## src/stepper_pkg.sv

```systemverilog
// shared constants and types for the stepper phase sequencer link
package stepper_pkg;

   // clock and timing
   localparam int unsigned CLK_PERIOD_NS   = 8;
   localparam int unsigned T_SETTLE_NS     = 7000;
   localparam int unsigned T_WIDTH_ONE_NS  = 10000;
   localparam int unsigned T_WIDTH_BOTH_NS = 20000;
   localparam int unsigned F_MAX_ONE_HZ    = 50000;
   localparam int unsigned F_MAX_BOTH_HZ   = 20000;
   localparam int unsigned T_INIT_GAP_NS   = 10000;
   localparam int unsigned T_INIT_PULSE_NS = 1000;

   localparam int unsigned T_HALF_ONE_NS  = 1000000000 / (2 * F_MAX_ONE_HZ);
   localparam int unsigned T_HALF_BOTH_NS = 1000000000 / (2 * F_MAX_BOTH_HZ);
   localparam int unsigned T_EDGE_ONE_NS  =
      (T_HALF_ONE_NS > T_WIDTH_ONE_NS) ? T_HALF_ONE_NS : T_WIDTH_ONE_NS;
   localparam int unsigned T_EDGE_BOTH_NS =
      (T_HALF_BOTH_NS > T_WIDTH_BOTH_NS) ? T_HALF_BOTH_NS : T_WIDTH_BOTH_NS;

   // least times round up to whole cycles
   localparam int unsigned SETTLE_CYC    = (T_SETTLE_NS + CLK_PERIOD_NS - 1) / CLK_PERIOD_NS;
   localparam int unsigned EDGE_ONE_CYC  = (T_EDGE_ONE_NS + CLK_PERIOD_NS - 1) / CLK_PERIOD_NS;
   localparam int unsigned EDGE_BOTH_CYC = (T_EDGE_BOTH_NS + CLK_PERIOD_NS - 1) / CLK_PERIOD_NS;
   localparam int unsigned INIT_GAP_CYC  = (T_INIT_GAP_NS + CLK_PERIOD_NS - 1) / CLK_PERIOD_NS;
   localparam int unsigned INIT_PULSE_CYC = (T_INIT_PULSE_NS + CLK_PERIOD_NS - 1) / CLK_PERIOD_NS;
   localparam int unsigned CNT_W = 12;

   // phase position on a 16-slot electrical cycle
   localparam int unsigned PHASE_W     = 4;
   localparam logic [3:0]  PHASE_RESET = 4'h2;
   // step size per excitation select {b,a}, one nibble each, select 0 in the low nibble
   localparam logic [15:0] MODE_STEP_MAP = 16'h1124;
   // drive pattern {bb,ab,b,a} per octant, octant 0 in the low nibble
   localparam logic [31:0] DRIVE_TABLE = 32'h98C46231;

   // fault kind codes on the fault kind lines
   localparam logic [1:0] FK_NONE        = 2'h0;
   localparam logic [1:0] FK_OPEN        = 2'h1;
   localparam logic [1:0] FK_OVERCURRENT = 2'h2;
   localparam logic [1:0] FK_OVERHEAT    = 2'h3;

   typedef enum logic [2:0] {
      H_INIT,
      H_GAP,
      H_IDLE,
      H_SETTLE,
      H_EDGE,
      H_WIDTH
   } host_state_type;

endpackage : stepper_pkg

```

## src/stepper_link_if.sv

```systemverilog
// pin-level link between controller and stepper sequencer
`timescale 1ns/1ps
interface stepper_link_if;
   logic       step_clk;
   logic       rotation_direction_select;
   logic       excitation_select_a;
   logic       excitation_select_b;
   logic       edge_select;
   logic       enable;
   logic       system_init_low;
   logic       fault_any_out;
   logic       fault_any_oe;
   logic       fault_any_low;
   logic [1:0] fault_kind_level;
   logic       excitation_monitor_out;

   // open-drain line with pull-up
   assign fault_any_low = fault_any_oe ? fault_any_out : 1'b1;

   modport device_end (
      input  step_clk,
      input  rotation_direction_select,
      input  excitation_select_a,
      input  excitation_select_b,
      input  edge_select,
      input  enable,
      input  system_init_low,
      output fault_any_out,
      output fault_any_oe,
      output fault_kind_level,
      output excitation_monitor_out
   );

   modport host_end (
      output step_clk,
      output rotation_direction_select,
      output excitation_select_a,
      output excitation_select_b,
      output edge_select,
      output enable,
      output system_init_low,
      input  fault_any_low,
      input  fault_kind_level,
      input  excitation_monitor_out
   );
endinterface : stepper_link_if

```

## src/pin_sync.sv

```systemverilog
// two-flop synchroniser for a group of pin levels
`timescale 1ns/1ps
module pin_sync #(
   parameter int unsigned W = 1
) (
   input  wire logic         ref_clk,
   input  wire logic         arst_n,
   input  wire logic [W-1:0] d,
   output logic      [W-1:0] q
);
   logic [W-1:0] meta_ff;

   always_ff @(posedge ref_clk or negedge arst_n) begin
      if (!arst_n) begin
         meta_ff <= '0;
         q       <= '0;
      end else begin
         meta_ff <= d;
         q       <= meta_ff;
      end
   end
endmodule : pin_sync

```

## src/stepper_device_end.sv

```systemverilog
// device end: phase sequencer, drive gating and fault latch
`timescale 1ns/1ps

// Overview of operation
// - edge select high: step on rising edges
// - edge select low: step on both edges
// - direction low clockwise, high counterclockwise
// - controller holds direction 7 us around edges
// - controller holds mode selects 7 us around edges
// - enable low forces all drive outputs off
// - enable low freezes state, ignores inputs except the reset pin
// - power-on reset or reset pin initialises
// - controller keeps enable low on low supply
// - controller waits 10 us after reset
// - controller limits step clock 20/50 kHz
// - controller keeps pulses 20/10 us wide
// - open-drain fault line low on fault
// - fault kind reported with three levels
// - faults latch and keep drive off
// - faults clear only by reset
// - monitor toggles per cycle, mode dependent rate
// - controller decelerates gradually before stopping; the host end leaves this to the user
module stepper_device_end
   import stepper_pkg::*;
(
   input  wire logic               ref_clk,
   input  wire logic               arst_n,
   stepper_link_if.device_end      link,
   input  wire logic               open_detect,
   input  wire logic               overcurrent_detect,
   input  wire logic               overheat_detect,
   output logic [3:0]              phase_drive,
   output logic [PHASE_W-1:0]      phase_index,
   output logic                    fault_latched,
   output logic [1:0]              fault_kind
);

   // step size for an excitation select
   function automatic logic [PHASE_W-1:0] mode_step(input logic [1:0] sel);
      mode_step = MODE_STEP_MAP[{sel, 2'b00} +: 4];
   endfunction : mode_step

   // drive pattern for a phase position
   function automatic logic [3:0] drive_pattern(input logic [PHASE_W-1:0] idx);
      drive_pattern = DRIVE_TABLE[{idx[3:1], 2'b00} +: 4];
   endfunction : drive_pattern

   // synchronised pin levels
   logic [6:0] pins_s;
   logic [2:0] det_s;
   logic       step_s;
   logic       dir_s;
   logic       sel_a_s;
   logic       sel_b_s;
   logic       edge_s;
   logic       run_s;
   logic       init_low_s;

   // state
   logic               step_prev_ff;
   logic [PHASE_W-1:0] phase_ff;
   logic [PHASE_W-1:0] nxt_phase;
   logic               monitor_ff;
   logic               fault_ff;
   logic [1:0]         kind_ff;
   logic [1:0]         nxt_kind;
   logic [3:0]         drive_ff;

   // decoded events
   logic               rise;
   logic               fall;
   logic               step_take;
   logic               init_hold;
   logic               wrap;
   logic [PHASE_W-1:0] delta;

   pin_sync #(
      .W (7)
   ) u_pin_sync (
      .ref_clk (ref_clk),
      .arst_n  (arst_n),
      .d       ({link.step_clk,
                 link.rotation_direction_select,
                 link.excitation_select_a,
                 link.excitation_select_b,
                 link.edge_select,
                 link.enable,
                 link.system_init_low}),
      .q       (pins_s)
   );

   pin_sync #(
      .W (3)
   ) u_det_sync (
      .ref_clk (ref_clk),
      .arst_n  (arst_n),
      .d       ({open_detect, overcurrent_detect, overheat_detect}),
      .q       (det_s)
   );

   assign step_s     = pins_s[6];
   assign dir_s      = pins_s[5];
   assign sel_a_s    = pins_s[4];
   assign sel_b_s    = pins_s[3];
   assign edge_s     = pins_s[2];
   assign run_s      = pins_s[1];
   assign init_low_s = pins_s[0];

   // reset hold comes from the synchronised reset pin alone; the power-on reset (arst_n) clears the flops directly
   assign init_hold = ~init_low_s;

   // edge detection on the step clock
   always_ff @(posedge ref_clk or negedge arst_n) begin
      if (!arst_n) begin
         step_prev_ff <= 1'b0;
      end else begin
         step_prev_ff <= step_s;
      end
   end

   assign rise = step_s & ~step_prev_ff;
   assign fall = ~step_s & step_prev_ff;

   // a step is accepted only while running, unfaulted and out of reset
   always_comb begin
      step_take = 1'b0;
      if (run_s && !fault_ff && !init_hold) begin
         if (edge_s) begin
            step_take = rise;
         end else begin
            step_take = rise | fall;
         end
      end
   end

   // next phase position, modulo the table length by natural wrap
   always_comb begin
      delta = mode_step({sel_b_s, sel_a_s});
      if (dir_s) begin
         nxt_phase = phase_ff - delta;
         wrap      = (nxt_phase > phase_ff);
      end else begin
         nxt_phase = phase_ff + delta;
         wrap      = (nxt_phase < phase_ff);
      end
   end

   always_ff @(posedge ref_clk or negedge arst_n) begin
      if (!arst_n) begin
         phase_ff <= PHASE_RESET;
      end else if (init_hold) begin
         phase_ff <= PHASE_RESET;
      end else if (step_take) begin
         phase_ff <= nxt_phase;
      end
   end

   // monitor toggles once per electrical cycle; rate follows the step size
   always_ff @(posedge ref_clk or negedge arst_n) begin
      if (!arst_n) begin
         monitor_ff <= 1'b0;
      end else if (init_hold) begin
         monitor_ff <= 1'b0;
      end else if (step_take && wrap) begin
         monitor_ff <= ~monitor_ff;
      end
   end

   // fault kind priority when several detectors fire together
   always_comb begin
      if (det_s[0]) begin
         nxt_kind = FK_OVERHEAT;
      end else if (det_s[1]) begin
         nxt_kind = FK_OVERCURRENT;
      end else begin
         nxt_kind = FK_OPEN;
      end
   end

   // latched fault; the condition going away does not release it
   always_ff @(posedge ref_clk or negedge arst_n) begin
      if (!arst_n) begin
         fault_ff <= 1'b0;
         kind_ff  <= FK_NONE;
      end else if (init_hold) begin
         fault_ff <= 1'b0;
         kind_ff  <= FK_NONE;
      end else if (run_s && !fault_ff && (|det_s)) begin
         fault_ff <= 1'b1;
         kind_ff  <= nxt_kind;
      end
   end

   // drive outputs off while disabled, faulted or in reset
   always_ff @(posedge ref_clk or negedge arst_n) begin
      if (!arst_n) begin
         drive_ff <= 4'h0;
      end else if (!run_s || fault_ff || init_hold) begin
         drive_ff <= 4'h0;
      end else begin
         drive_ff <= drive_pattern(phase_ff);
      end
   end

   assign phase_drive   = drive_ff;
   assign phase_index   = phase_ff;
   assign fault_latched = fault_ff;
   assign fault_kind    = kind_ff;

   // open-drain fault line: pull low only while a fault is latched
   assign link.fault_any_out          = 1'b0;
   assign link.fault_any_oe           = fault_ff;
   assign link.fault_kind_level       = kind_ff;
   assign link.excitation_monitor_out = monitor_ff;

endmodule : stepper_device_end

```

## src/flat_wrapper.sv

```systemverilog
// flat-port wrapper written by rule: the top's interface ports become plain ports
module stepper_device_end_flat import stepper_pkg::*;
  (ref_clk, arst_n, open_detect, overcurrent_detect, overheat_detect, phase_drive, phase_index, fault_latched, fault_kind, link_step_clk, link_rotation_direction_select, link_excitation_select_a, link_excitation_select_b, link_edge_select, link_enable, link_system_init_low, link_fault_any_out, link_fault_any_oe, link_fault_kind_level, link_excitation_monitor_out);
  stepper_link_if link_i ();
  input  wire logic ref_clk;
  input  wire logic arst_n;
  input  wire logic open_detect;
  input  wire logic overcurrent_detect;
  input  wire logic overheat_detect;
  output logic [3:0] phase_drive;
  output logic [PHASE_W-1:0] phase_index;
  output logic fault_latched;
  output logic [1:0] fault_kind;
  input wire logic [$bits(link_i.step_clk)-1:0] link_step_clk;
  input wire logic [$bits(link_i.rotation_direction_select)-1:0] link_rotation_direction_select;
  input wire logic [$bits(link_i.excitation_select_a)-1:0] link_excitation_select_a;
  input wire logic [$bits(link_i.excitation_select_b)-1:0] link_excitation_select_b;
  input wire logic [$bits(link_i.edge_select)-1:0] link_edge_select;
  input wire logic [$bits(link_i.enable)-1:0] link_enable;
  input wire logic [$bits(link_i.system_init_low)-1:0] link_system_init_low;
  output wire logic [$bits(link_i.fault_any_out)-1:0] link_fault_any_out;
  output wire logic [$bits(link_i.fault_any_oe)-1:0] link_fault_any_oe;
  output wire logic [$bits(link_i.fault_kind_level)-1:0] link_fault_kind_level;
  output wire logic [$bits(link_i.excitation_monitor_out)-1:0] link_excitation_monitor_out;
  assign link_i.step_clk = link_step_clk;
  assign link_i.rotation_direction_select = link_rotation_direction_select;
  assign link_i.excitation_select_a = link_excitation_select_a;
  assign link_i.excitation_select_b = link_excitation_select_b;
  assign link_i.edge_select = link_edge_select;
  assign link_i.enable = link_enable;
  assign link_i.system_init_low = link_system_init_low;
  assign link_fault_any_out = link_i.fault_any_out;
  assign link_fault_any_oe = link_i.fault_any_oe;
  assign link_fault_kind_level = link_i.fault_kind_level;
  assign link_excitation_monitor_out = link_i.excitation_monitor_out;
  stepper_device_end u_core (.ref_clk(ref_clk), .arst_n(arst_n), .link(link_i), .open_detect(open_detect), .overcurrent_detect(overcurrent_detect), .overheat_detect(overheat_detect), .phase_drive(phase_drive), .phase_index(phase_index), .fault_latched(fault_latched), .fault_kind(fault_kind));
endmodule
```

## config.mk

```make
export PLATFORM = sky130hd
export DESIGN_NAME = stepper_device_end_flat
export DESIGN_NICKNAME = d
export VERILOG_FILES = /design/src/stepper_pkg.sv /design/src/stepper_link_if.sv /design/src/pin_sync.sv /design/src/stepper_device_end.sv /design/src/flat_wrapper.sv
export SDC_FILE = /design/constraint.sdc
export NUM_CORES = 1
export LEC_CHECK = 0
export ABC_CLOCK_PERIOD_IN_PS = 6000
export BUFFER_PORTS_ARGS = -buffer_cell sky130_fd_sc_hd__buf_2
export CAP_MARGIN = 40
export CORE_AREA = 2 2 65 67
export DETAILED_ROUTE_END_ITERATION = 12
export DIE_AREA = 0 0 67 69
export PLACE_DENSITY = 0.69
export REMOVE_ABC_BUFFERS = 1
export SKIP_LAST_GASP = 1
export SLEW_MARGIN = 20
export SYNTH_ARGS = -nofsm -noshare
export SYNTH_HDL_FRONTEND = slang
export SYNTH_SLANG_ARGS = --single-unit
```

## constraint.sdc

```tcl
create_clock -name ref_clk -period 6 [get_ports ref_clk]
set_input_delay 1.5 -clock ref_clk [delete_from_list [all_inputs] [get_ports ref_clk]]
set_output_delay 1.5 -clock ref_clk [all_outputs]
set_load 0.005 [all_outputs]
```

# Yosys cells after proc, flatten, opt, wreduce, memory -nomap -nowiden
# Index checks and enable logic that the tools add are counted.
[op_classes]
addsub = 2
magnitude_cmp = 2
eq_ne = 3
shifts = 2
mux = 15
bitwise_logic = 7
n_reduce_logical = 9
[op_table]
columns = ["op", "n"]
rows = [
  ["32-bit by 6-bit indexed part select with 4-bit output (first input constant)", 1],
  ["4-bit 2-to-1 mux", 4],
  ["16-bit by 5-bit indexed part select with 4-bit output (first input constant)", 1],
  ["2-bit 2-to-1 mux", 4],
  ["1-bit 2-to-1 mux", 7],
  ["2-bit by 1-bit inequality test with 1-bit output (second input constant)", 3],
  ["4-bit adder", 1],
  ["4-bit greater-than comparator", 1],
  ["1-bit logical AND", 4],
  ["4-bit < comparator", 1],
  ["1-bit NOT", 4],
  ["4-bit subtractor", 1],
  ["3-bit OR reduction", 1],
  ["1-bit AND", 2],
  ["1-bit logical NOT", 2],
  ["1-bit logical OR", 2],
  ["1-bit bitwise OR", 1],
]
[totals]
reg_bits = 33
out_inout_bits = 16
elab_cells = 50

# Longest topological paths before layout
# Gate-level depths: netlist (run 1).
[depth]
depth_word = 8
mapped_depth = 10
ltp_nobuf = 10

# Hierarchy
# A second synthesis (run 1) with hierarchy kept.
[hier_totals]
hier_cells = 115
area_unflattened_um2 = 1408.9
[modules_own_cells]
columns = ["module", "n_inst", "cells_each", "area_per_inst_um2"]
rows = [
  ["stepper_device_end", 1, 95, 908.4],
  ["pin_sync (u_core.u_pin_sync)", 1, 14, 350.3],
  ["pin_sync (u_core.u_det_sync)", 1, 6, 150.1],
]

# Worst setup path before layout (run 1)
# OpenSTA, ideal clock, no wires.
[synth_path]
kind = "register -> register"
start = "reg u_core.u_pin_sync.q[3]"
end = "reg u_core.monitor_ff, in the netlist u_core.link.excitation_monitor_out"
setup_ns = 0.090
t_arrival_ns = 2.421
setup_slack_ns = 3.489
stages_incl_launch_ff = 10
path_cell_list = "dfrtp_1 -> or2_2 -> ha_1 -> xnor2_1 -> ha_1 -> and3b_1 -> a311o_1 -> a211oi_2 -> nand4_1 -> o2111ai_1"
[synth_via]
elab_chain_len = 6
word_cells_on_any_way = 8
[synth_rtl]
columns = ["item", "line", "source"]
rows = [
  ["from (decl)", "pin_sync.sv:9", "output logic [W-1:0] q"],
  ["from (signal assigned)", "pin_sync.sv:19", "q <= meta_ff;"],
  ["16-bit by 5-bit indexed part select with 4-bit output (*)", "stepper_device_end.sv:40", "mode_step = MODE_STEP_MAP[{sel, 2'b00} +: 4];"],
  ["4-bit adder or 4-bit subtractor (tied branches)", "stepper_device_end.sv:143, stepper_device_end.sv:140", ""],
  ["4-bit < comparator or 4-bit greater-than comparator (tied branches)", "stepper_device_end.sv:144, stepper_device_end.sv:141", ""],
  ["1-bit 2-to-1 mux (*)", "stepper_device_end.sv:139", "if (dir_s) begin"],
  ["1-bit logical AND (*)", "stepper_device_end.sv:164", "end else if (step_take && wrap) begin"],
  ["2-bit by 1-bit inequality test with 1-bit output (no line) (*)", "n/a", ""],
  ["to (signal assigned)", "stepper_device_end.sv:165", "monitor_ff <= ~monitor_ff;"],
  ["to (decl)", "stepper_device_end.sv:63", "logic monitor_ff;"],
]
# Mark *: on every way between the ends. The rest lies on a longest branch, timed or not.
# A chain may end at the register's enable or synchronous reset.

# Worst setup path in the final report (run 1)
# Ends and elaborated chain as after synthesis.

==> results of run 1 <==
## sequential cells by signal (all words and copies together), names as in the netlist
| name | count |
|---|---|
| u_core.fault_kind | 2 |
| u_core.fault_latched | 1 |
| u_core.link.excitation_monitor_out | 1 |
| u_core.phase_drive | 4 |
| u_core.phase_index | 4 |
| u_core.step_prev_ff | 1 |
| u_core.u_det_sync.meta_ff | 3 |
| u_core.u_det_sync.q | 3 |
| u_core.u_pin_sync.meta_ff | 7 |
| u_core.u_pin_sync.q | 7 |
## final cells by class
| class | count | area (um^2) | share of cell area, % |
|---|---|---|---|
| repair buffers | 26 | 130.1 | 7.477 |
| well taps | 50 | 62.56 | 3.595 |
| multi-input cells | 76 | 589.3 | 33.86 |
| inverters | 11 | 41.29 | 2.372 |
| clock inverters | 1 | 7.507 | 0.4313 |
| clock buffers | 6 | 82.58 | 4.745 |
| flip-flops and latches | 33 | 827.0 | 47.52 |
## per-layer routing
layer / routed length (um) / part of all wire [%] / track usage, %
met5: 0 / 0 / 0
met4: 129 / 4.6 / 9.977
met3: 195 / 7.0 / 4.405
met2: 1370 / 49 / 20.57
met1: 1084 / 39 / 15.76
## cell usage after synthesis (2+ instances only)
| cell | n |
|---|---|
| nand2_1 | 7 |
| fa_1 | 2 |
| buf_4 | 4 |
| or2_2 | 2 |
| xnor2_1 | 2 |
| and2_1 | 2 |
| inv_1 | 11 |
| a21oi_1 | 5 |
| dfrtp_1 | 32 |
| nand3_1 | 2 |
| o31ai_1 | 3 |
| nand2b_1 | 3 |
| o22ai_1 | 2 |
| o21ai_0 | 3 |
| ha_1 | 9 |
| nor3b_1 | 2 |
| nor2_1 | 7 |
## through the flow
step	hold WS (ns)	area, um^2	total power, mW	cells	setup WS [ns]
after floorplan	0.3312	1458	0.2785	120	3.489
after global placement	0.3322	1650	0.2987	196	3.403
after detailed placement	0.3363	1650	0.3025	196	3.298
after CTS	0.3511	1740	0.4721	203	3.229
after global routing	0.3633	1740	0.4919	203	3.031
final	0.3490	1740	0.4651	203	3.242
## worst register-to-register path, cell delays in order (launching register included)
cell and delay [ns]:
dfrtp_1 0.42, or2_2 0.36, ha_1 0.39, xnor2_1 0.23, ha_1 0.28, and3b_1 0.18
a311o_1 0.33, a211oi_2 0.25, nand4_1 0.12, o2111ai_1 0.11
## worst max path at each step
stage                                                      to  cells after the start  slack (ns)                        startpoint
6_report       u_core.link.excitation_monitor_out$_DFFE_PN0P_                      9        3.24  u_core.u_pin_sync.q[3]$_DFF_PN0_
5_1_grt        u_core.link.excitation_monitor_out$_DFFE_PN0P_                      9        3.03  u_core.u_pin_sync.q[3]$_DFF_PN0_
4_1_cts        u_core.link.excitation_monitor_out$_DFFE_PN0P_                      9        3.23  u_core.u_pin_sync.q[3]$_DFF_PN0_
3_5_place_dp   u_core.link.excitation_monitor_out$_DFFE_PN0P_                      9        3.30  u_core.u_pin_sync.q[3]$_DFF_PN0_
3_3_place_gp   u_core.link.excitation_monitor_out$_DFFE_PN0P_                      9        3.40  u_core.u_pin_sync.q[3]$_DFF_PN0_
2_1_floorplan  u_core.link.excitation_monitor_out$_DFFE_PN0P_                      9        3.49  u_core.u_pin_sync.q[3]$_DFF_PN0_
## power breakdown
part / total, mW / switching (mW) / internal [mW]
logic: 0.0564 / 0.0308 / 0.0256
clock network: 0.166 / 0.0760 / 0.0905
registers: 0.242 / 0.00835 / 0.234
## cells by family (layout without fill, tap and decap cells)
logic type / Yosys count / after routing / share of synthesized area (%)
fa+ha+maj: 11 / 11 / 10.17
buf+inv: 16 / 44 / 5.667
simple gates: 35 / 35 / 14.00
other cells: 1 / 1 / 0.2498
compound gates: 26 / 26 / 13.08
flops: 33 / 33 / 55.08
xor+xnor: 3 / 3 / 1.750
==> summary.md, run 1 <==
| Metric | Value |
|---|---|
| Number of H-tree levels | `2` |
| CTS clk-pin slew, worst paths | `0.06 ns` |
| Buffers on Ports | `26` |
| Delay of the slowest cell on the worst path | `0.42 ns` |
| Vias in the first global route | `1019` |
| N_diodes | `0` |
| Status | `complete, no violations` |
| First-pass GRT wire length | `approximately 4.7 mm` |
| Commonest non-fill, non-tap cells in the layout | `dfrtp_1, buf_2, inv_1` |
| Hold Crit Depth | `0` |
| Setup TNS Final | `0 ns` |
| R2R cell count | `9` |
| Hold Crit Class | `reg -> reg` |
| Worst Clk Skew | `0.006618 ns` |
| Post-Syn Area | `1501 um^2` |
| Bufs and invs on worst path | `0` |
| Starting density of the core | `a little under two fifths` |
| # rows | `23` |
| Asr flop ratio synth | `100.0%` |
| Slew HR | `a little over half` |
| # Post-CTS Setup Buffers | `0` |
| Die H | `69 um` |
| Crit path arrival time | `2.95 ns` |
| RD Place Congestion | `0.8258` |
| Starting DRC count in detailed routing | `36` |
| Final core utilization | `between 40 and 50%` |
| CP startpoint kind | `register` |
| Clock sinks | `33` |
| Worst-path cell chain | `or2_2 > ha_1 > xnor2_1 > ha_1 > and3b_1 > a311o_1 > a211oi_2 > nand4_1 > o2111ai_1` |
| Die X | `roughly 67 um` |
| RR Startpoint | `u_core.u_pin_sync.q[3]$_DFF_PN0_` |
| Req. time, crit path | `just over 6 ns` |
| Slowest cell on crit path | `dfrtp_1` |
| Pre-Repair DR Iteration Count | `4` |
| Number of buffers created by CTS | `5` |
| Detailed-route via count | `between 1k and 1.5k` |
| Critical R2R Capture | `u_core.link.excitation_monitor_out$_DFFE_PN0P_` |
| CTS Buffer Depth | `2` |
| Residual DRC count | `0` |
| CP Class | `reg -> reg` |
| Final worst-path cycle share | `between 40% and 50%` |
| Mean post-synth cell area | `12.01 um^2` |
| Fin nets | `176` |
| Fill count | `399` |
| Final hold vios | `0` |
| Largest net degree at the start of global routing | `34` |
| Cell family with most CP delay | `compound AO/OA/AOI/OAI gates` |
| Average wire per cell in the routed design | `~14 um` |
| Most used cell along the critical path | `ha_1` |
| R2r setup slk | `approximately 3.2 ns` |
| Synth-to-Final Area Change | `15.92%` |
| CTS Root Cell | `clkbuf_8` |
| Ports | `28` |
| Peak Freq | `around 360 MHz` |
| Seq/Total Area, Yosys | `55.08%` |
| Worst skew pair latency | `0.28 ns` |
| Post-CTS sizing | `0` |
| Pwr/cell area | `267.2 nW/um^2` |
| Register bit total from synthesis | `33` |
| Worst-margin pin slew | `0.6970 ns` |
| Tmin final | `2.758 ns` |
| Core box area | `3914 um^2` |
| Leak | `0.8639 nW` |
| Share of layout cells above drive strength 1 | `29.41%` |
| Final ANT Viol Nets | `0` |
| Commonest non-fill, non-tap cell in the layout | `dfrtp_1` |
| Max-cap check violation count | `0` |
| Main synth FF type | `dfrtp_1` |
| EDFF count, synth | `0` |
| Worst Hold End | `u_core.u_det_sync.q[0]$_DFF_PN0_` |
| Cts hold-fix bufs | `0` |
| Cell taking the most area after synthesis | `dfrtp_1` |
| Worst hold start | `u_core.u_det_sync.meta_ff[0]$_DFF_PN0_` |
| Top-area cell type share of the netlist area | `53.33%` |
| Cells after synthesis | `125` |
| Ys Warns | `0` |
| Max-slew violation count | `0` |
| Unrepaired setup endpoints after global routing | `false` |
| CP Capture Type | `register` |
| Final setup violation count | `0` |
| Worst-case vdd ir drop | `0.2005 mV` |
| Antenna violations before repair | `0` |
| Final WL | `2.780 mm` |
| Die ar. | `roughly 4600 um^2` |
| Largest cells by area after synthesis | `dfrtp_1, ha_1, inv_1, fa_1, buf_4` |
| Tot GR Track Use | `13.62%` |
| Drt via density | `5.069` |
| Remaining Overflow, GRT | `0` |
| Synth cell types | `44` |
| CTS tree | `built` |
| Worst Path Max Fanout | `6` |
(Power assumes the default switching activity.)
==> run 2: changes to the inputs <==
--- a/config.mk
+++ b/config.mk
@@ -5,13 +5,13 @@
 export SDC_FILE = /design/constraint.sdc
 export NUM_CORES = 1
 export LEC_CHECK = 0
-export ABC_CLOCK_PERIOD_IN_PS = 6000
+export ABC_CLOCK_PERIOD_IN_PS = 2500
 export BUFFER_PORTS_ARGS = -buffer_cell sky130_fd_sc_hd__buf_2
 export CAP_MARGIN = 40
 export CORE_AREA = 2 2 65 67
 export DETAILED_ROUTE_END_ITERATION = 12
 export DIE_AREA = 0 0 67 69
-export PLACE_DENSITY = 0.69
+export PLACE_DENSITY = 0.71
 export REMOVE_ABC_BUFFERS = 1
 export SKIP_LAST_GASP = 1
 export SLEW_MARGIN = 20
==> constraint.sdc (replaced) <==
create_clock -name ref_clk -period 2.5 [get_ports ref_clk]
set_input_delay 0.625 -clock ref_clk [delete_from_list [all_inputs] [get_ports ref_clk]]
set_output_delay 0.625 -clock ref_clk [all_outputs]
set_load 0.005 [all_outputs]
==> run 2 against run 1 <==
Net effect:
- the run now ends with negative setup slack left
- largest cell class unchanged
- total power grew 140%
- sequential cell count is the same
- critical path type unchanged
- critical path depth grew 1
- largest power group unchanged
- global-route usage shrank 0.79 points
- clock power grew 140%
- fmax grew 7.4%
- worst setup slack lost 3.3 ns
==> summary.md, run 2 (synthesis gave the netlist of run 1 again) <==
| Metric | Value |
|---|---|
| Status | `complete, but fails checks` |
| Failing checks | `negative setup slack` |
| CTS tree | `built` |
| Die H | `69 um (unchanged)` |
| Overall power | `1.137 mW (+140%)` |
| Drt via density | `4.925 (-2.8%)` |
| Top Registers | `u_core.u_pin_sync.meta_ff (7), u_core.u_pin_sync.q (7)` |
| CTS Root Cell | `clkbuf_8` |
| R2R cell count | `10 (+1)` |
| Worst-case vdd ir drop | `0.4008 mV (+100%)` |
| Cts hold-fix bufs | `0 (unchanged)` |
| # rows | `23 (unchanged)` |
| Core box area | `3914 um^2 (unchanged)` |
| Worst skew pair latency | `0.27 ns (about the same)` |
| Starting density of the core | `38.36% (unchanged)` |
| RR Startpoint | `u_core.u_pin_sync.q[3]$_DFF_PN0_` |
| Final worst-path cycle share | `102.7% (+57 points)` |
| DP HPWL | `just over 2 mm` |
| Detailed-route via count | `1049 (+1.9%)` |
| Fin nets | `186 (+5.7%)` |
| Dpl ws | `-0.2526 ns (-3.551 ns)` |
| Die ar. | `4623 um^2 (unchanged)` |
| Worst-margin pin slew | `0.7018 ns (+0.004772 ns)` |
| CTS clk-pin slew, worst paths | `0.06 ns (about the same)` |
| Starting DRC count in detailed routing | `35 (-2.8%)` |
| Max-slew violation count | `0 (unchanged)` |
| R2r setup slk | `-0.07 ns (-3.31 ns)` |
| Antenna violations before repair | `0 (unchanged)` |
| First-pass GRT wire length | `4.450 mm (-4.6%)` |
| Worst Path Max Fanout | `5 (-1)` |
| Ports | `28 (unchanged)` |
| Die X | `67 um (unchanged)` |
| Unrepaired setup endpoints after global routing | `true` |
| CP Class | `reg -> reg` |
| Setup TNS Final | `-0.06692 ns (-0.06692 ns)` |
| Commonest non-fill, non-tap cells in the layout | `dfrtp_1, buf_2, inv_1` |
| Hold Crit Class | `reg -> reg` |
| Max-cap check violation count | `0 (unchanged)` |
| Final WL | `2.732 mm (-1.7%)` |
| Number of H-tree levels | `2 (unchanged)` |
| Pwr/cell area | `605.4 nW/um^2 (+130%)` |
| Remaining Overflow, GRT | `0 (unchanged)` |
| Slew HR | `53.21% (-0.32 points)` |
| RD Place Congestion | `0.9656 (+17%)` |
| Synth-to-Final Area Change | `25.08%` |
| Worst Clk Skew | `0.002911 ns (-0.003707 ns)` |
| Pre-Repair DR Iteration Count | `4 (unchanged)` |
| Share of layout cells above drive strength 1 | `39.88% (+10 points)` |
| Tmin final | `2.567 ns (-0.1908 ns)` |
| Residual DRC count | `0 (unchanged)` |
| Vias in the first global route | `1009 (-0.98%)` |
| N_diodes | `0 (unchanged)` |
| Crit path arrival time | `2.76 ns (-0.19 ns)` |
| Buffers on Ports | `26 (unchanged)` |
| Largest net degree at the start of global routing | `34 (unchanged)` |
| Leak | `0.9298 nW (+7.6%)` |
| Hold WS | `0.3477 ns (-0.001267 ns)` |
| Req. time, crit path | `2.69 ns (-3.50 ns)` |
| Final ANT Viol Nets | `0 (unchanged)` |
| CTS Buffer Depth | `2 (unchanged)` |
| CP Capture Point | `u_core.link.excitation_monitor_out$_DFFE_PN0P_` |
| Tot GR Track Use | `12.83% (-0.79 points)` |
| Critical R2R Capture | `u_core.link.excitation_monitor_out$_DFFE_PN0P_` |
| CP Capture Type | `register` |
| CP startpoint kind | `register` |
| PnR worst setup slack | `-0.06692 ns (-3.309 ns)` |
| Peak Freq | `389.6 MHz (+7.4%)` |
| Final hold vios | `0 (unchanged)` |
| Average wire per cell in the routed design | `12.83 um (-6.3%)` |
| Worst setup path startpoint | `u_core.u_pin_sync.q[3]$_DFF_PN0_` |
| Commonest non-fill, non-tap cell in the layout | `dfrtp_1` |
| Final setup violation count | `1 (+1)` |
| Clock sinks | `33 (unchanged)` |
| Number of buffers created by CTS | `5 (unchanged)` |
[run 2: cell count changes in the layout (fill, tap and decap cells not counted), sizes merged]
cell,change
buf,+10
[run 2: worst min-delay path by stage]
| stage | start | to | slack (ns) | cells after the start |
|---|---|---|---|---|
| 3_5_place_dp | u_core.u_pin_sync.meta_ff[5]$_DFF_PN0_ | u_core.u_pin_sync.q[5]$_DFF_PN0_ | 0.33 | 0 |
| 3_3_place_gp | u_core.u_det_sync.meta_ff[1]$_DFF_PN0_ | u_core.u_det_sync.q[1]$_DFF_PN0_ | 0.33 | 0 |
| 5_1_grt | u_core.u_pin_sync.meta_ff[3]$_DFF_PN0_ | u_core.u_pin_sync.q[3]$_DFF_PN0_ | 0.36 | 0 |
| 4_1_cts | u_core.u_pin_sync.meta_ff[5]$_DFF_PN0_ | u_core.u_pin_sync.q[5]$_DFF_PN0_ | 0.35 | 0 |
| 6_report | u_core.u_pin_sync.meta_ff[5]$_DFF_PN0_ | u_core.u_pin_sync.q[5]$_DFF_PN0_ | 0.35 | 0 |
| 2_1_floorplan | arst_n | u_core.fault_kind[0]$_DFFE_PN0P_ | 0.33 | 0 |
[run 2: layout make-up]
cell class	instances	area, um^2
flip-flops and latches	33	828.3
fillers	382	2036
clock buffers	6	82.58
well taps	50	62.56
clock inverters	1	7.507
repair buffers	36	209.0
inverters	11	41.29
multi-input cells	76	646.9
[run 2: worst max-delay path, cell delays in order (launching register included)]
cell and delay (ns):
dfrtp_2 0.44, buf_6 0.13, ha_4 0.15, fa_2 0.40, xnor2_2 0.23, ha_1 0.29
nand2b_1 0.09, a21oi_1 0.04, a311o_2 0.37, a211o_1 0.26, o2111ai_1 0.08
[run 2: layer usage]
metal	track usage, %	up-vias	routed length (um)
met5	0	-	0
met4	6.349	0	63
met3	3.915	9	148
met2	20.02	34	1384
met1	15.83	506	1136
li1	-	500	-
[run 2: per-stage QoR]
stage               std cells  util, %  area (um^2)
global placement          203    43.51         1703
CTS                       212    47.28         1851
finish                    213    47.99         1878
detailed placement        203    43.51         1703
floorplan                 120        -         1458
global route              213    47.99         1878
[run 2: what timing repair did]
| action | in CTS | in global routing |
|---|---|---|
| buffers inserted | 2 | 1 |
| gates cloned | 0 | 0 |
| hold endpoints to repair | 0 | 0 |
| pin swaps | 7 | 7 |
| resized for setup | 7 | 6 |
| setup endpoints to repair | 1 | 1 |
[run 2: report_power, final]
| part | internal [mW] | switching (mW) |
|---|---|---|
| Sequential | 0.561 | 0.0195 |
| Clock | 0.217 | 0.176 |
| Combinational | 0.0828 | 0.0805 |
==> run 3: changes to the inputs <==
--- a/config.mk
+++ b/config.mk
@@ -8,13 +8,14 @@
 export ABC_CLOCK_PERIOD_IN_PS = 2500
 export BUFFER_PORTS_ARGS = -buffer_cell sky130_fd_sc_hd__buf_2
 export CAP_MARGIN = 40
-export CORE_AREA = 2 2 65 67
+export CORE_AREA = 2 2 63 65
 export DETAILED_ROUTE_END_ITERATION = 12
-export DIE_AREA = 0 0 67 69
+export DIE_AREA = 0 0 65 67
 export PLACE_DENSITY = 0.71
 export REMOVE_ABC_BUFFERS = 1
 export SKIP_LAST_GASP = 1
 export SLEW_MARGIN = 20
 export SYNTH_ARGS = -nofsm -noshare
 export SYNTH_HDL_FRONTEND = slang
+export SYNTH_HIERARCHICAL = 1
 export SYNTH_SLANG_ARGS = --single-unit
==> run 3 against run 2 <==
Net effect:
- the run now ends clean
- sequential power hardly changed
- fmax is 9.4% higher
- utilization is 1.8 points lower
- area after synthesis is 6.2% lower
- non-clock buffer count is 9 lower
- critical path depth is 1 lower
- register-to-register slack better by 0.22 ns
- first-iteration DRC count is 69% lower
- largest cell class unchanged
==> summary.md, run 3 <==
| Metric | Value |
|---|---|
| Switching Fraction | `24.10% (-0.15 points)` |
| Bufs and invs on worst path | `1 (unchanged)` |
| Max-cap check violation count | `0 (unchanged)` |
| Hold Crit Class | `reg -> reg` |
| # Post-CTS Setup Buffers | `0 (-2)` |
| PnR worst setup slack | `0.1528 ns (+0.2197 ns)` |
| Status | `complete, no violations` |
| Final worst-path cycle share | `93.89% (-8.8 points)` |
| Clock sinks | `33 (unchanged)` |
| Die X | `65 um (-3.0%)` |
| Final ANT Viol Nets | `0 (unchanged)` |
| Drt via density | `4.581 (-7.0%)` |
| Final hold vios | `0 (unchanged)` |
| Crit path arrival time | `2.55 ns (-0.21 ns)` |
| Worst-margin pin slew | `0.6908 ns (-0.01102 ns)` |
| Register bit total from synthesis | `33 (unchanged)` |
| Residual DRC count | `0 (unchanged)` |
| Final WL | `2.227 mm (-18%)` |
| Worst Path Max Fanout | `4 (-1)` |
| Cts hold-fix bufs | `0 (unchanged)` |
| Req. time, crit path | `2.71 ns (+0.02 ns)` |
| First-pass GRT wire length | `3.698 mm (-17%)` |
| Commonest non-fill, non-tap cells in the layout | `dfrtp_1, buf_2, nand2_1` |
| Top-area cell type share of the netlist area | `56.84% (+3.5 points)` |
| Delay of the slowest cell on the worst path | `0.44 ns (about the same)` |
| Post-synth top cells | `dfrtp_1, nand2_1, inv_1, ha_1, nor2_1` |
| CTS Root Cell | `clkbuf_8` |
| Synth cell types | `32 (-27%)` |
| Pre-Repair DR Iteration Count | `4 (unchanged)` |
| Top Registers | `u_core/u_pin_sync/meta_ff (7), u_core/u_pin_sync/q (7)` |
| Worst-path cell chain | `inv_1 > ha_1 > fa_1 > xnor2_2 > ha_1 > a21o_1 > and3_1 > o221ai_2 > mux2i_1` |
| Most used cell along the critical path | `ha_1` |
| Dpl ws | `0.1586 ns (+0.4112 ns)` |
| CP startpoint kind | `register` |
| Cells after synthesis | `115 (-8.0%)` |
| Main synth FF type | `dfrtp_1` |
| CP Capture Type | `register` |
| RD Place Congestion | `0.7841 (-19%)` |
| Max-slew violation count | `0 (unchanged)` |
| Worst Clk Skew | `0.003658 ns (+0.0007476 ns)` |
| Synth-to-Final Area Change | `18.12%` |
| Asr flop ratio synth | `100.0% (unchanged)` |
| Antenna violations before repair | `0 (unchanged)` |
| Tot GR Track Use | `11.67% (-1.2 points)` |
| Remaining Overflow, GRT | `0 (unchanged)` |
| Cell family with most CP delay | `adder cells` |
| Starting density of the core | `39.07% (+0.71 points)` |
| Pwr/cell area | `666.4 nW/um^2 (+10%)` |
| EDFF count, synth | `0 (unchanged)` |
| Buffers on Ports | `26 (unchanged)` |
| NetSw | `0.2673 mW (-3.1%)` |
| Reg power frac | `52.3% (+1.2 points)` |
| CP Class | `reg -> reg` |
| N_diodes | `0 (unchanged)` |
| Worst skew pair latency | `0.28 ns (about the same)` |
| Leak | `0.8334 nW (-10%)` |
| Final setup violation count | `0 (-1)` |
| Average wire per cell in the routed design | `11.66 um (-9.1%)` |
| Die ar. | `4355 um^2 (-5.8%)` |
| Share of layout cells above drive strength 1 | `29.37% (-11 points)` |
| Peak Freq | `426.0 MHz (+9.4%)` |
| Largest net degree at the start of global routing | `34 (unchanged)` |
| Post-CTS sizing | `0 (-7)` |
| CTS Buffer Depth | `2 (unchanged)` |
| Seq/Total Area, Yosys | `58.70% (+3.6 points)` |
| Worst-case vdd ir drop | `0.3500 mV (-13%)` |
| Most instantiated library cell after synthesis | `dfrtp_1` |
| Die H | `67 um (-2.9%)` |
| Number of H-tree levels | `2 (unchanged)` |
| Vias in the first global route | `875 (-13%)` |
| Starting DRC count in detailed routing | `11 (-69%)` |
| Tmin final | `2.347 ns (-0.2197 ns)` |
| # rows | `22 (-4.3%)` |
| Post-Syn Area | `1409 um^2 (-6.2%)` |
| Fill count | `336 (-12%)` |
| Number of buffers created by CTS | `5 (unchanged)` |
| Ports | `28 (unchanged)` |
| Slowest cell on crit path | `fa_1` |
| Slew HR | `53.95% (+0.73 points)` |
| DP HPWL | `1.676 mm (-19%)` |
| Mean post-synth cell area | `12.25 um^2 (+2.0%)` |
| CTS tree | `built` |
| Ys Warns | `6 (+6)` |
| Largest cells by area after synthesis | `dfrtp_1, ha_1, nand2_1, fa_1, mux2i_1` |
| Fin nets | `166 (-11%)` |
| Cell taking the most area after synthesis | `dfrtp_1` |
| CTS clk-pin slew, worst paths | `0.06 ns (about the same)` |
| Core box area | `3606 um^2 (-7.9%)` |
| Overall power | `1.109 mW (-2.5%)` |
| Logic gate share of total power | `12.0% (-2.4 points)` |
| Internal | `0.8416 mW (-2.3%)` |
| Detailed-route via count | `875 (-17%)` |
| Clk pwr share | `35.7% (+1.1 points)` |
| Commonest non-fill, non-tap cell in the layout | `dfrtp_1` |
## run 3: cell types whose count changed after synthesis, moves of 2 or more
cell	previous run	this run
and2_1	2	0
buf_2	0	2
mux2i_1	0	4
nand2_1	7	11
nand3_1	2	0
o31ai_1	3	0
or2_2	2	0
## run 3: per-stage QoR
| step | hold WS, ns | instance area [um^2] | util, % | setup TNS, ns | std cells |
|---|---|---|---|---|---|
| after floorplan | 0.3294 | 1369 | - | 0 | 109 |
| after global placement | 0.3324 | 1567 | 43.44 | 0 | 184 |
| after detailed placement | 0.3347 | 1567 | 43.44 | 0 | 184 |
| after CTS | 0.3509 | 1657 | 45.94 | 0 | 191 |
| after global routing | 0.3567 | 1664 | 46.15 | -0.01199 | 191 |
| final | 0.3477 | 1664 | 46.15 | 0 | 191 |
## run 3: power groups by stage
stage / clock [mW] / sequential (mW) / combinational, mW
6_report: 0.396 / 0.580 / 0.133
5_1_grt: 0.433 / 0.584 / 0.152
4_1_cts: 0.412 / 0.581 / 0.132
3_5_place_dp: 0 / 0.591 / 0.130
3_3_place_gp: 0 / 0.589 / 0.124
2_1_floorplan: 0 / 0.590 / 0.0784
## run 3: layout make-up
cell class              instances  area, um^2  area share, %
multi-input cells              66       511.7          30.75
clock inverters                 1       7.507         0.4511
repair buffers                 27       137.6          8.271
well taps                      48       60.06          3.609
inverters                      10       37.54          2.256
clock buffers                   6       82.58          4.962
flip-flops and latches         33       827.0          49.70
## run 3: worst register-to-register path: stages, from the launching register on
cell and delay, ns:
dfrtp_1 0.38, inv_1 0.05, ha_1 0.22, fa_1 0.44, xnor2_2 0.17, ha_1 0.30
a21o_1 0.15, and3_1 0.18, o221ai_2 0.19, mux2i_1 0.19
## run 3: logic make-up after synthesis
group	share of synthesized area, %
mux	4.707
buf+inv	5.507
flops	58.70
compound gates	8.081
fa+ha+maj	10.84
xor+xnor	1.244
other cells	0.2662
simple gates	10.66
## run 3: final timing paths
kind	startpoint	to	slack, ns	cells after the start
setup / recovery	u_core/phase_index[0]$_DFFE_PN0P_	u_core/link.excitation_monitor_out$_DFFE_PN0P_	0.15	9
hold / removal	u_core/u_pin_sync/meta_ff[6]$_DFF_PN0_	u_core/u_pin_sync/q[6]$_DFF_PN0_	0.35	0
setup reg to reg	u_core/phase_index[0]$_DFFE_PN0P_	u_core/link.excitation_monitor_out$_DFFE_PN0P_	0.15	9
hold reg to reg	u_core/u_pin_sync/meta_ff[6]$_DFF_PN0_	u_core/u_pin_sync/q[6]$_DFF_PN0_	0.35	0
max in group asynchronous	arst_n	u_core/u_det_sync/q[0]$_DFF_PN0_	1.67	1
min in group asynchronous	arst_n	u_core/u_pin_sync/meta_ff[2]$_DFF_PN0_	0.38	1
## run 3: metal layers
layer	track usage [%]	vias to the layer above	share of wire, %
met2	20.10	23	52
li1	-	428	-
met4	5.585	0	1.3
met3	4.899	4	6.6
met5	0	-	0
met1	12.32	420	40
